[src/hdl/oepc_pkg.sv]
package oepc_pkg;
  // ***************************************************
  // timing
  // ***************************************************
  localparam int CLK_NS        = 40;
  localparam int ACCESS_NS     = 300;   // slowest speed grade access delay
  localparam int ACCESS_CYC    = (ACCESS_NS + CLK_NS - 1) / CLK_NS;
  localparam int US_NS         = 1000;
  localparam int US_CYC        = US_NS / CLK_NS;
  localparam int SETUP_US      = 2;     // address, data and supply set-up
  localparam int HOLD_US       = 2;     // data hold after the pulse
  localparam int PULSE_US_NOM  = 1000;  // nominal initial pulse
  localparam int OVER_FACTOR   = 3;     // overprogram = 3 x pulses used
  localparam int MAX_PULSES    = 25;
  localparam int TIMER_W       = 17;
  // ***************************************************
  // pin widths and commands
  // ***************************************************
  localparam int ADDR_W        = 15;
  localparam int DATA_W        = 8;
  localparam logic [DATA_W-1:0] BLANK_BYTE = 8'hFF;
  typedef enum logic [1:0] {
    OEPC_OP_READ = 2'b00,
    OEPC_OP_PROG = 2'b01,
    OEPC_OP_SIG  = 2'b10
  } oepc_op_t;
endpackage : oepc_pkg

[src/hdl/oepc_ctrl.sv]
`timescale 1ns/1ps
`default_nettype none
module oepc_ctrl
  import oepc_pkg::*;
#(
  parameter int PULSE_US   = PULSE_US_NOM,
  parameter int MAX_PULSE  = MAX_PULSES
) (
  input  wire logic              clk,
  input  wire logic              reset,
  // user command side
  input  wire logic              cmd_valid,
  input  wire logic [1:0]        cmd_op,
  input  wire logic [ADDR_W-1:0] cmd_addr,
  input  wire logic [DATA_W-1:0] cmd_wdata,
  output logic                   busy_r,
  output logic                   done_r,
  output logic                   fail_r,
  output logic [DATA_W-1:0]      rdata_r,
  output logic [4:0]             pulses_r,
  // memory pins
  output logic [ADDR_W-1:0]      mem_addr_r,
  output logic                   chip_sel_n_r,
  output logic                   out_gate_n_r,
  output logic                   program_strobe_low_r,
  output logic                   vpp_raise_r,
  output logic                   address_bit_nine_raise_r,
  output logic [DATA_W-1:0]      data_out_r,
  output logic                   data_oe_n_r,
  input  wire logic [DATA_W-1:0] data_in
);
  initial begin
    if (PULSE_US < 1 || PULSE_US * OVER_FACTOR * MAX_PULSE >= (1 << TIMER_W))
      $error("pulse length does not fit the timer");
    if (MAX_PULSE < 1 || MAX_PULSE > 31) $error("pulse limit out of range");
  end
  typedef enum logic [3:0] {
    ST_IDLE   = 4'b0000,
    ST_SETUP  = 4'b0001,
    ST_PULSE  = 4'b0010,
    ST_HOLD   = 4'b0011,
    ST_VERIFY = 4'b0100,
    ST_CHECK  = 4'b0101,
    ST_ACCESS = 4'b0110,
    ST_DONE   = 4'b0111
  } oepc_state_t;
  oepc_state_t st_r, st_nxt;
  logic [ADDR_W-1:0]  addr_nxt;
  logic [DATA_W-1:0]  wdata_r, wdata_nxt, dout_nxt, rdata_nxt;
  logic               ce_n_nxt, oe_n_nxt, pgm_nxt, vpp_nxt, a9_nxt, doe_n_nxt;
  logic               busy_nxt, done_nxt, fail_nxt, over_r, over_nxt;
  logic [4:0]         pulses_nxt;
  logic [3:0]         acc_r, acc_nxt;
  logic               tload;
  logic [TIMER_W-1:0] tload_us;
  logic               texp;
  localparam logic [3:0]         ACC_LAST = 4'(ACCESS_CYC - 1);
  localparam logic [TIMER_W-1:0] SETUP_T  = TIMER_W'(SETUP_US);
  localparam logic [TIMER_W-1:0] HOLD_T   = TIMER_W'(HOLD_US);
  localparam logic [TIMER_W-1:0] PULSE_T  = TIMER_W'(PULSE_US);
  localparam logic [4:0]         PMAX     = 5'(MAX_PULSE);
  // ***************************************************
  // interval timer
  // ***************************************************
  oepc_timer #(.TW(TIMER_W)) u_timer (
    .clk     (clk),
    .reset   (reset),
    .load    (tload),
    .load_us (tload_us),
    .expired (texp)
  );
  // ***************************************************
  // mode sequencer
  // ***************************************************
  // pins only move between states, so every level is steady for a whole phase
  always_comb begin
    st_nxt     = st_r;
    addr_nxt   = mem_addr_r;
    wdata_nxt  = wdata_r;
    dout_nxt   = data_out_r;
    rdata_nxt  = rdata_r;
    ce_n_nxt   = chip_sel_n_r;
    oe_n_nxt   = out_gate_n_r;
    pgm_nxt    = program_strobe_low_r;
    vpp_nxt    = vpp_raise_r;
    a9_nxt     = address_bit_nine_raise_r;
    doe_n_nxt  = data_oe_n_r;
    busy_nxt   = busy_r;
    done_nxt   = 1'b0;
    fail_nxt   = fail_r;
    over_nxt   = over_r;
    pulses_nxt = pulses_r;
    acc_nxt    = 4'h0;
    tload      = 1'b0;
    tload_us   = SETUP_T;
    case (st_r)
      ST_IDLE: begin
        if (cmd_valid) begin
          busy_nxt   = 1'b1;
          fail_nxt   = 1'b0;
          over_nxt   = 1'b0;
          pulses_nxt = 5'h00;
          wdata_nxt  = cmd_wdata;
          if (cmd_op == OEPC_OP_PROG) begin
            addr_nxt  = cmd_addr;
            dout_nxt  = cmd_wdata;
            doe_n_nxt = 1'b0;
            vpp_nxt   = 1'b1;
            pgm_nxt   = 1'b0;
            tload     = 1'b1;
            st_nxt    = ST_SETUP;
          end else if (cmd_op == OEPC_OP_SIG) begin
            // only bit zero may follow the request, the rest sit low
            addr_nxt = {{(ADDR_W-1){1'b0}}, cmd_addr[0]};
            a9_nxt   = 1'b1;
            ce_n_nxt = 1'b0;
            oe_n_nxt = 1'b0;
            st_nxt   = ST_ACCESS;
          end else begin
            addr_nxt = cmd_addr;
            ce_n_nxt = 1'b0;
            oe_n_nxt = 1'b0;
            st_nxt   = ST_ACCESS;
          end
        end
      end
      ST_SETUP: begin
        if (texp) begin
          ce_n_nxt   = 1'b0;
          tload      = 1'b1;
          // overprogram scales with the pulses the byte needed
          tload_us   = over_r ? TIMER_W'(PULSE_T * TIMER_W'(OVER_FACTOR) * TIMER_W'(pulses_r))
                              : PULSE_T;
          pulses_nxt = over_r ? pulses_r : pulses_r + 5'h01;
          st_nxt     = ST_PULSE;
        end
      end
      ST_PULSE: begin
        if (texp) begin
          ce_n_nxt = 1'b1;
          tload    = 1'b1;
          tload_us = HOLD_T;
          st_nxt   = ST_HOLD;
        end
      end
      ST_HOLD: begin
        if (texp) begin
          doe_n_nxt = 1'b1;
          pgm_nxt   = 1'b1;
          oe_n_nxt  = 1'b0;
          st_nxt    = ST_VERIFY;
        end
      end
      ST_VERIFY: begin
        acc_nxt = acc_r + 4'h1;
        if (acc_r == ACC_LAST) begin
          rdata_nxt = data_in;
          st_nxt    = ST_CHECK;
        end
      end
      ST_CHECK: begin
        oe_n_nxt = 1'b1;
        if (rdata_r == wdata_r && !over_r) begin
          over_nxt  = 1'b1;
          doe_n_nxt = 1'b0;
          pgm_nxt   = 1'b0;
          tload     = 1'b1;
          st_nxt    = ST_SETUP;
        end else if (rdata_r != wdata_r && !over_r && pulses_r != PMAX) begin
          doe_n_nxt = 1'b0;
          pgm_nxt   = 1'b0;
          tload     = 1'b1;
          st_nxt    = ST_SETUP;
        end else begin
          fail_nxt = (rdata_r != wdata_r);
          vpp_nxt  = 1'b0;
          st_nxt   = ST_DONE;
        end
      end
      ST_ACCESS: begin
        acc_nxt = acc_r + 4'h1;
        if (acc_r == ACC_LAST) begin
          rdata_nxt = data_in;
          ce_n_nxt  = 1'b1;
          oe_n_nxt  = 1'b1;
          a9_nxt    = 1'b0;
          st_nxt    = ST_DONE;
        end
      end
      ST_DONE: begin
        busy_nxt = 1'b0;
        done_nxt = 1'b1;
        st_nxt   = ST_IDLE;
      end
      default: begin
        st_nxt = ST_IDLE;
      end
    endcase
  end
  // reset parks the part in standby with the supply low and the bus floating
  always_ff @(posedge clk) begin
    if (reset) begin
      st_r                     <= ST_IDLE;
      mem_addr_r               <= '0;
      wdata_r                  <= BLANK_BYTE;
      data_out_r               <= BLANK_BYTE;
      rdata_r                  <= BLANK_BYTE;
      chip_sel_n_r             <= 1'b1;
      out_gate_n_r             <= 1'b1;
      program_strobe_low_r     <= 1'b1;
      vpp_raise_r              <= 1'b0;
      address_bit_nine_raise_r <= 1'b0;
      data_oe_n_r              <= 1'b1;
      busy_r                   <= 1'b0;
      done_r                   <= 1'b0;
      fail_r                   <= 1'b0;
      over_r                   <= 1'b0;
      pulses_r                 <= 5'h00;
      acc_r                    <= 4'h0;
    end else begin
      st_r                     <= st_nxt;
      mem_addr_r               <= addr_nxt;
      wdata_r                  <= wdata_nxt;
      data_out_r               <= dout_nxt;
      rdata_r                  <= rdata_nxt;
      chip_sel_n_r             <= ce_n_nxt;
      out_gate_n_r             <= oe_n_nxt;
      program_strobe_low_r     <= pgm_nxt;
      vpp_raise_r              <= vpp_nxt;
      address_bit_nine_raise_r <= a9_nxt;
      data_oe_n_r              <= doe_n_nxt;
      busy_r                   <= busy_nxt;
      done_r                   <= done_nxt;
      fail_r                   <= fail_nxt;
      over_r                   <= over_nxt;
      pulses_r                 <= pulses_nxt;
      acc_r                    <= acc_nxt;
    end
  end
  // ***************************************************
  // checks
  // ***************************************************
  // helper: cycles select has been low during a supply-raised pulse
  logic [21:0] low_cnt_r;
  always_ff @(posedge clk) begin
    if (reset) low_cnt_r <= '0;
    else if (!chip_sel_n_r) low_cnt_r <= low_cnt_r + 22'h1;
    else low_cnt_r <= '0;
  end
endmodule // oepc_ctrl
`default_nettype wire

[src/hdl/oepc_timer.sv]
`timescale 1ns/1ps
`default_nettype none
module oepc_timer
  import oepc_pkg::*;
#(
  parameter int TW = TIMER_W
) (
  input  wire logic          clk,
  input  wire logic          reset,
  input  wire logic          load,
  input  wire logic [TW-1:0] load_us,
  output logic               expired
);
  initial begin
    if (TW < 2) $error("timer width too small");
  end
  logic [TW-1:0] cnt_r, cnt_nxt;
  logic [7:0]    div_r, div_nxt;
  logic          run_r, run_nxt;
  logic          exp_r, exp_nxt;
  localparam logic [7:0] DIV_LAST = 8'(US_CYC - 1);
  // ***************************************************
  // microsecond enable divider and down counter
  // ***************************************************
  // divider restarts on load so every interval is an exact multiple
  always_comb begin
    cnt_nxt = cnt_r;
    div_nxt = div_r;
    run_nxt = run_r;
    exp_nxt = 1'b0;
    if (load) begin
      cnt_nxt = load_us;
      div_nxt = 8'h00;
      run_nxt = (load_us != '0);
      exp_nxt = (load_us == '0);
    end else if (run_r) begin
      if (div_r == DIV_LAST) begin
        div_nxt = 8'h00;
        if (cnt_r == TW'(1)) begin
          run_nxt = 1'b0;
          exp_nxt = 1'b1;
        end
        cnt_nxt = cnt_r - TW'(1);
      end else begin
        div_nxt = div_r + 8'h01;
      end
    end
  end
  always_ff @(posedge clk) begin
    if (reset) begin
      cnt_r <= '0;
      div_r <= 8'h00;
      run_r <= 1'b0;
      exp_r <= 1'b0;
    end else begin
      cnt_r <= cnt_nxt;
      div_r <= div_nxt;
      run_r <= run_nxt;
      exp_r <= exp_nxt;
    end
  end
  assign expired = exp_r;
endmodule // oepc_timer
`default_nettype wire

[config.mk]
export PLATFORM = sky130hd
export DESIGN_NAME = oepc_ctrl
export DESIGN_NICKNAME = d
export VERILOG_FILES = /design/src/hdl/oepc_pkg.sv /design/src/hdl/oepc_ctrl.sv /design/src/hdl/oepc_timer.sv
export SDC_FILE = /design/constraint.sdc
export NUM_CORES = 1
export LEC_CHECK = 0
export BUFFER_PORTS_ARGS = -buffer_cell sky130_fd_sc_hd__buf_2
export CAP_MARGIN = 10
export CORE_MARGIN = 3
export CORE_UTILIZATION = 25
export DETAILED_ROUTE_END_ITERATION = 10
export PLACE_DENSITY_LB_ADDON = 0.05
export SLEW_MARGIN = 20
export SYNTH_ARGS = -nofsm -noshare
export SYNTH_HDL_FRONTEND = slang
export SYNTH_SLANG_ARGS = --single-unit
[constraint.sdc]
create_clock -name clk -period 4.75 [get_ports clk]
set_input_delay 0.95 -clock clk [delete_from_list [all_inputs] [get_ports clk]]
set_output_delay 0.95 -clock clk [all_outputs]
set_load 0.02 [all_outputs]
==> impl_metrics.env <==
export IMPL_synth_avg_cell_area_um2=8.59
export IMPL_slew_headroom_pct=33.0
export IMPL_pwr_share_clk_pct=35.2
export IMPL_setup_viol=0
export IMPL_place_congestion=0.778
export IMPL_synth_area_um2=4830
export IMPL_end_kind="flop"
export IMPL_ios=81
export IMPL_synth_top_family_by_area="simple AND/OR/NAND/NOR gates"
export IMPL_clock_path_buffers=2
export IMPL_drv_slew=0
export IMPL_die_w_um=145
export IMPL_htree_levels=3
export IMPL_vias=4130
export IMPL_cts_resized=0
export IMPL_final_setup_worst_slack_ns=0.910
export IMPL_wl_per_cell_um=14.7
export IMPL_grt_usage_pct=12.9
export IMPL_antenna_found_initial=0
export IMPL_final_cells=901
export IMPL_fin_crit_ns=3.84
export IMPL_n_antenna_cell=0
export IMPL_insertion_delay_ns=0.35
export IMPL_cts_tree="built"
export IMPL_synthMuxAreaShare_pct=1.87
export IMPL_worstMarginPinSlew_ns=1.00
export IMPL_fin_skew_ns=0.0127
export IMPL_pwr_share_comb_pct=24.4
export IMPL_synthCells=562
export IMPL_firstDrtPassIters=4
export IMPL_final_common_cell="dfxtp_1"
export IMPL_syn2layout_area_growth_pct=19.8
export IMPL_final_setup_tns_ns=0
export IMPL_yosys_area_share_simple_pct=23.4
export IMPL_finalCritPeriodShare_pct=80.8
export IMPL_cap_viol_max_count=0
export IMPL_worstReg2RegStart="pulses_r[3]"
export IMPL_drive_gt1_share_pct=17.6
export IMPL_syn_num_nets=641
export IMPL_first_iter_violations=176
export IMPL_hold_viol_final=0
export IMPL_synth_edf_count=0
export IMPL_initial_core_util_pct=25.6
export IMPL_synth_xor_area_share_pct=7.62
export IMPL_swShare_pct=34.4
export IMPL_coreArea_um2=18800
export IMPL_min_from="acc_r[0]"
export IMPL_crit_type="flop to flop"
export IMPL_status="finished, final reports clean"
export IMPL_cts_buffers=9
export IMPL_ys_seq_area_share_pct=36.1
export IMPL_final_cell_mix="87 x dfxtp_1, 83 x nand2_1, 80 x buf_2, 63 x nor2_1, 34 x ha_1"
export IMPL_p_total_mw=2.28
export IMPL_ys_async_sr_fraction_pct=0
export IMPL_synth_ff_type="dfxtp_1"
export IMPL_power_per_cell_area_nw_per_um2=394
export IMPL_cts_hold_buf=0
export IMPL_max_stage_delay_ns=0.55
export IMPL_hpwlAfterDp_mm=10.0
export IMPL_post_cts_setup_buffers=0
export IMPL_cp_arrival_ns=4.07
export IMPL_critPathLaunch="pulses_r[3]"
export IMPL_crit_chain="fa_1, fa_1, fa_1, ha_1, and3_1, a221oi_1, xor2_1, nor2_1, nor4_1, nand4_1, and3_1"
export IMPL_path_delay_family="adder cells"
export IMPL_p_leak_nw=2.57
export IMPL_fp_dieH_um=145
export IMPL_ant_nets=0
export IMPL_nNetsFinal=715
export IMPL_drt_wl_total_mm=13.2
export IMPL_cpMostUsedCell="fa_1"
export IMPL_drc_errors=0
export IMPL_path_clk_slew_ns=0.07
export IMPL_rsz0062_at_grt="false"
export IMPL_fill_cells=2015
export IMPL_critical_path_n_buffers_inverters=0
export IMPL_clock_fmax_mhz=260
export IMPL_core_rowCount=50
export IMPL_start_kind="flop"
export IMPL_die_area_um2=21000
export IMPL_clock_sinks=87
export IMPL_yosys_area_share_adder_pct=12.5
export IMPL_overflow=0
export IMPL_synth_compound_area_share_pct=13.7
export IMPL_cts_root_buf="clkbuf_16"
export IMPL_grt_max_degree=30
export IMPL_place_inst=885
export IMPL_dp_slack_ns=0.946
export IMPL_yosys_warnings=0
export IMPL_yosys_cell_types_count=59
export IMPL_peakVddDrop_mv=0.171
export IMPL_min_path_type="flop to flop"
export IMPL_ys_ff_latch=87
export IMPL_via_per_inst=4.58
export IMPL_p_sw_mw=0.782
export IMPL_internal_power_mw=1.49
export IMPL_seqPwrFrac_pct=40.3
export IMPL_first_global_vias=4402
export IMPL_cp_max_fo=7
export IMPL_cp_required_ns=4.98
export IMPL_critPathSlowestCell="fa_1"
export IMPL_port_buffers=80
export IMPL_grt_pass1_wl_mm=22.2
registers in the layout, indices dropped and copies added (netlist names), 3 cells and up:
signal         flops
u_timer.cnt_r     17
mem_addr_r        15
data_out_r         8
rdata_r            8
u_timer.div_r      8
wdata_r            8
pulses_r           5
acc_r              4
st_r               3
final cells by class:
type | instances | area, µm² | share of cell area, %
sequential | 87 | 1740 | 30.1
inverter | 25 | 93.8 | 1.62
clock inverter | 7 | 108 | 1.86
timing repair buffer | 83 | 423 | 7.31
tap | 260 | 325 | 5.63
multi-input combinational | 430 | 2870 | 49.6
clock buffer | 9 | 225 | 3.90
path summary, 6_finish.rpt:
check                        to  slack (ns)  cells past startpoint
hold reg to reg        acc_r[0]        0.45                      1
hold / removal         acc_r[0]        0.45                      1
setup / recovery  u_timer.run_r        0.91                     11
setup reg to reg  u_timer.run_r        0.91                     11
kinds of logic (layout without fill, tap and decap cells):
group | count (synthesis) | in the layout
adders and majority gates | 43 | 43
DFF | 87 | 87
muxes | 9 | 9
xor gates and xnor gates | 42 | 42
buffers and inverters | 45 | 124
AOI/OAI and AO/OA | 101 | 101
and+or+nand+nor | 235 | 235
per-layer routing:
metal	up-vias	part of all wire [%]	wire length [µm]	track usage [%]
li1	2099	-	-	-
met1	1957	48	6310	16.3
met2	62	47	6250	21.9
met3	12	3.8	508	3.59
met4	0	1.2	153	3.04
met5	-	0	0	0
cell usage after synthesis, drive strengths merged, types with 2 or more instances:
master | n | area [µm²]
and3 | 3 | 20.0
o21a | 2 | 15.0
a21oi | 34 | 174
or4 | 2 | 18.8
a211o | 3 | 26.3
a22o | 14 | 123
and2 | 4 | 25.0
clkbuf | 15 | 96.3
mux2i | 9 | 90.1
nand2 | 83 | 312
nor3 | 16 | 85.1
a31oi | 2 | 12.5
o21ai | 19 | 95.1
a221oi | 2 | 17.5
a21o | 5 | 37.5
nand3b | 2 | 18.8
buf | 5 | 38.8
nor2b | 4 | 25.0
inv | 24 | 90.1
nand3 | 28 | 153
nor2 | 63 | 236
a22oi | 6 | 45.0
fa | 9 | 180
xnor2 | 25 | 219
ha | 34 | 425
nand4 | 8 | 50.1
a211oi | 4 | 30.0
nand2b | 4 | 25.0
or2 | 2 | 12.5
xor2 | 17 | 149
nor4 | 8 | 80.1
or3 | 4 | 30.0
dfxtp | 87 | 1740
nor3b | 2 | 15.0
metrics by stage:
step,utilization (%),hold WS [ns],instance area (µm²)
detailed placement,28.9,0.444,5450
global route,30.7,0.492,5780
finish,30.7,0.451,5780
CTS,30.7,0.455,5780
floorplan,-,0.418,4830
global placement,28.9,0.437,5450
power by group through the flow:
stage	sequential, mW	clock (mW)	combinational (mW)
after floorplan	0.938	0	0.386
after global placement	0.936	0	0.561
after detailed placement	0.934	0	0.565
after CTS	0.918	0.835	0.567
after global routing	0.935	0.861	0.630
final	0.918	0.801	0.556
No activity file was read; power rests on OpenSTA's default activity.
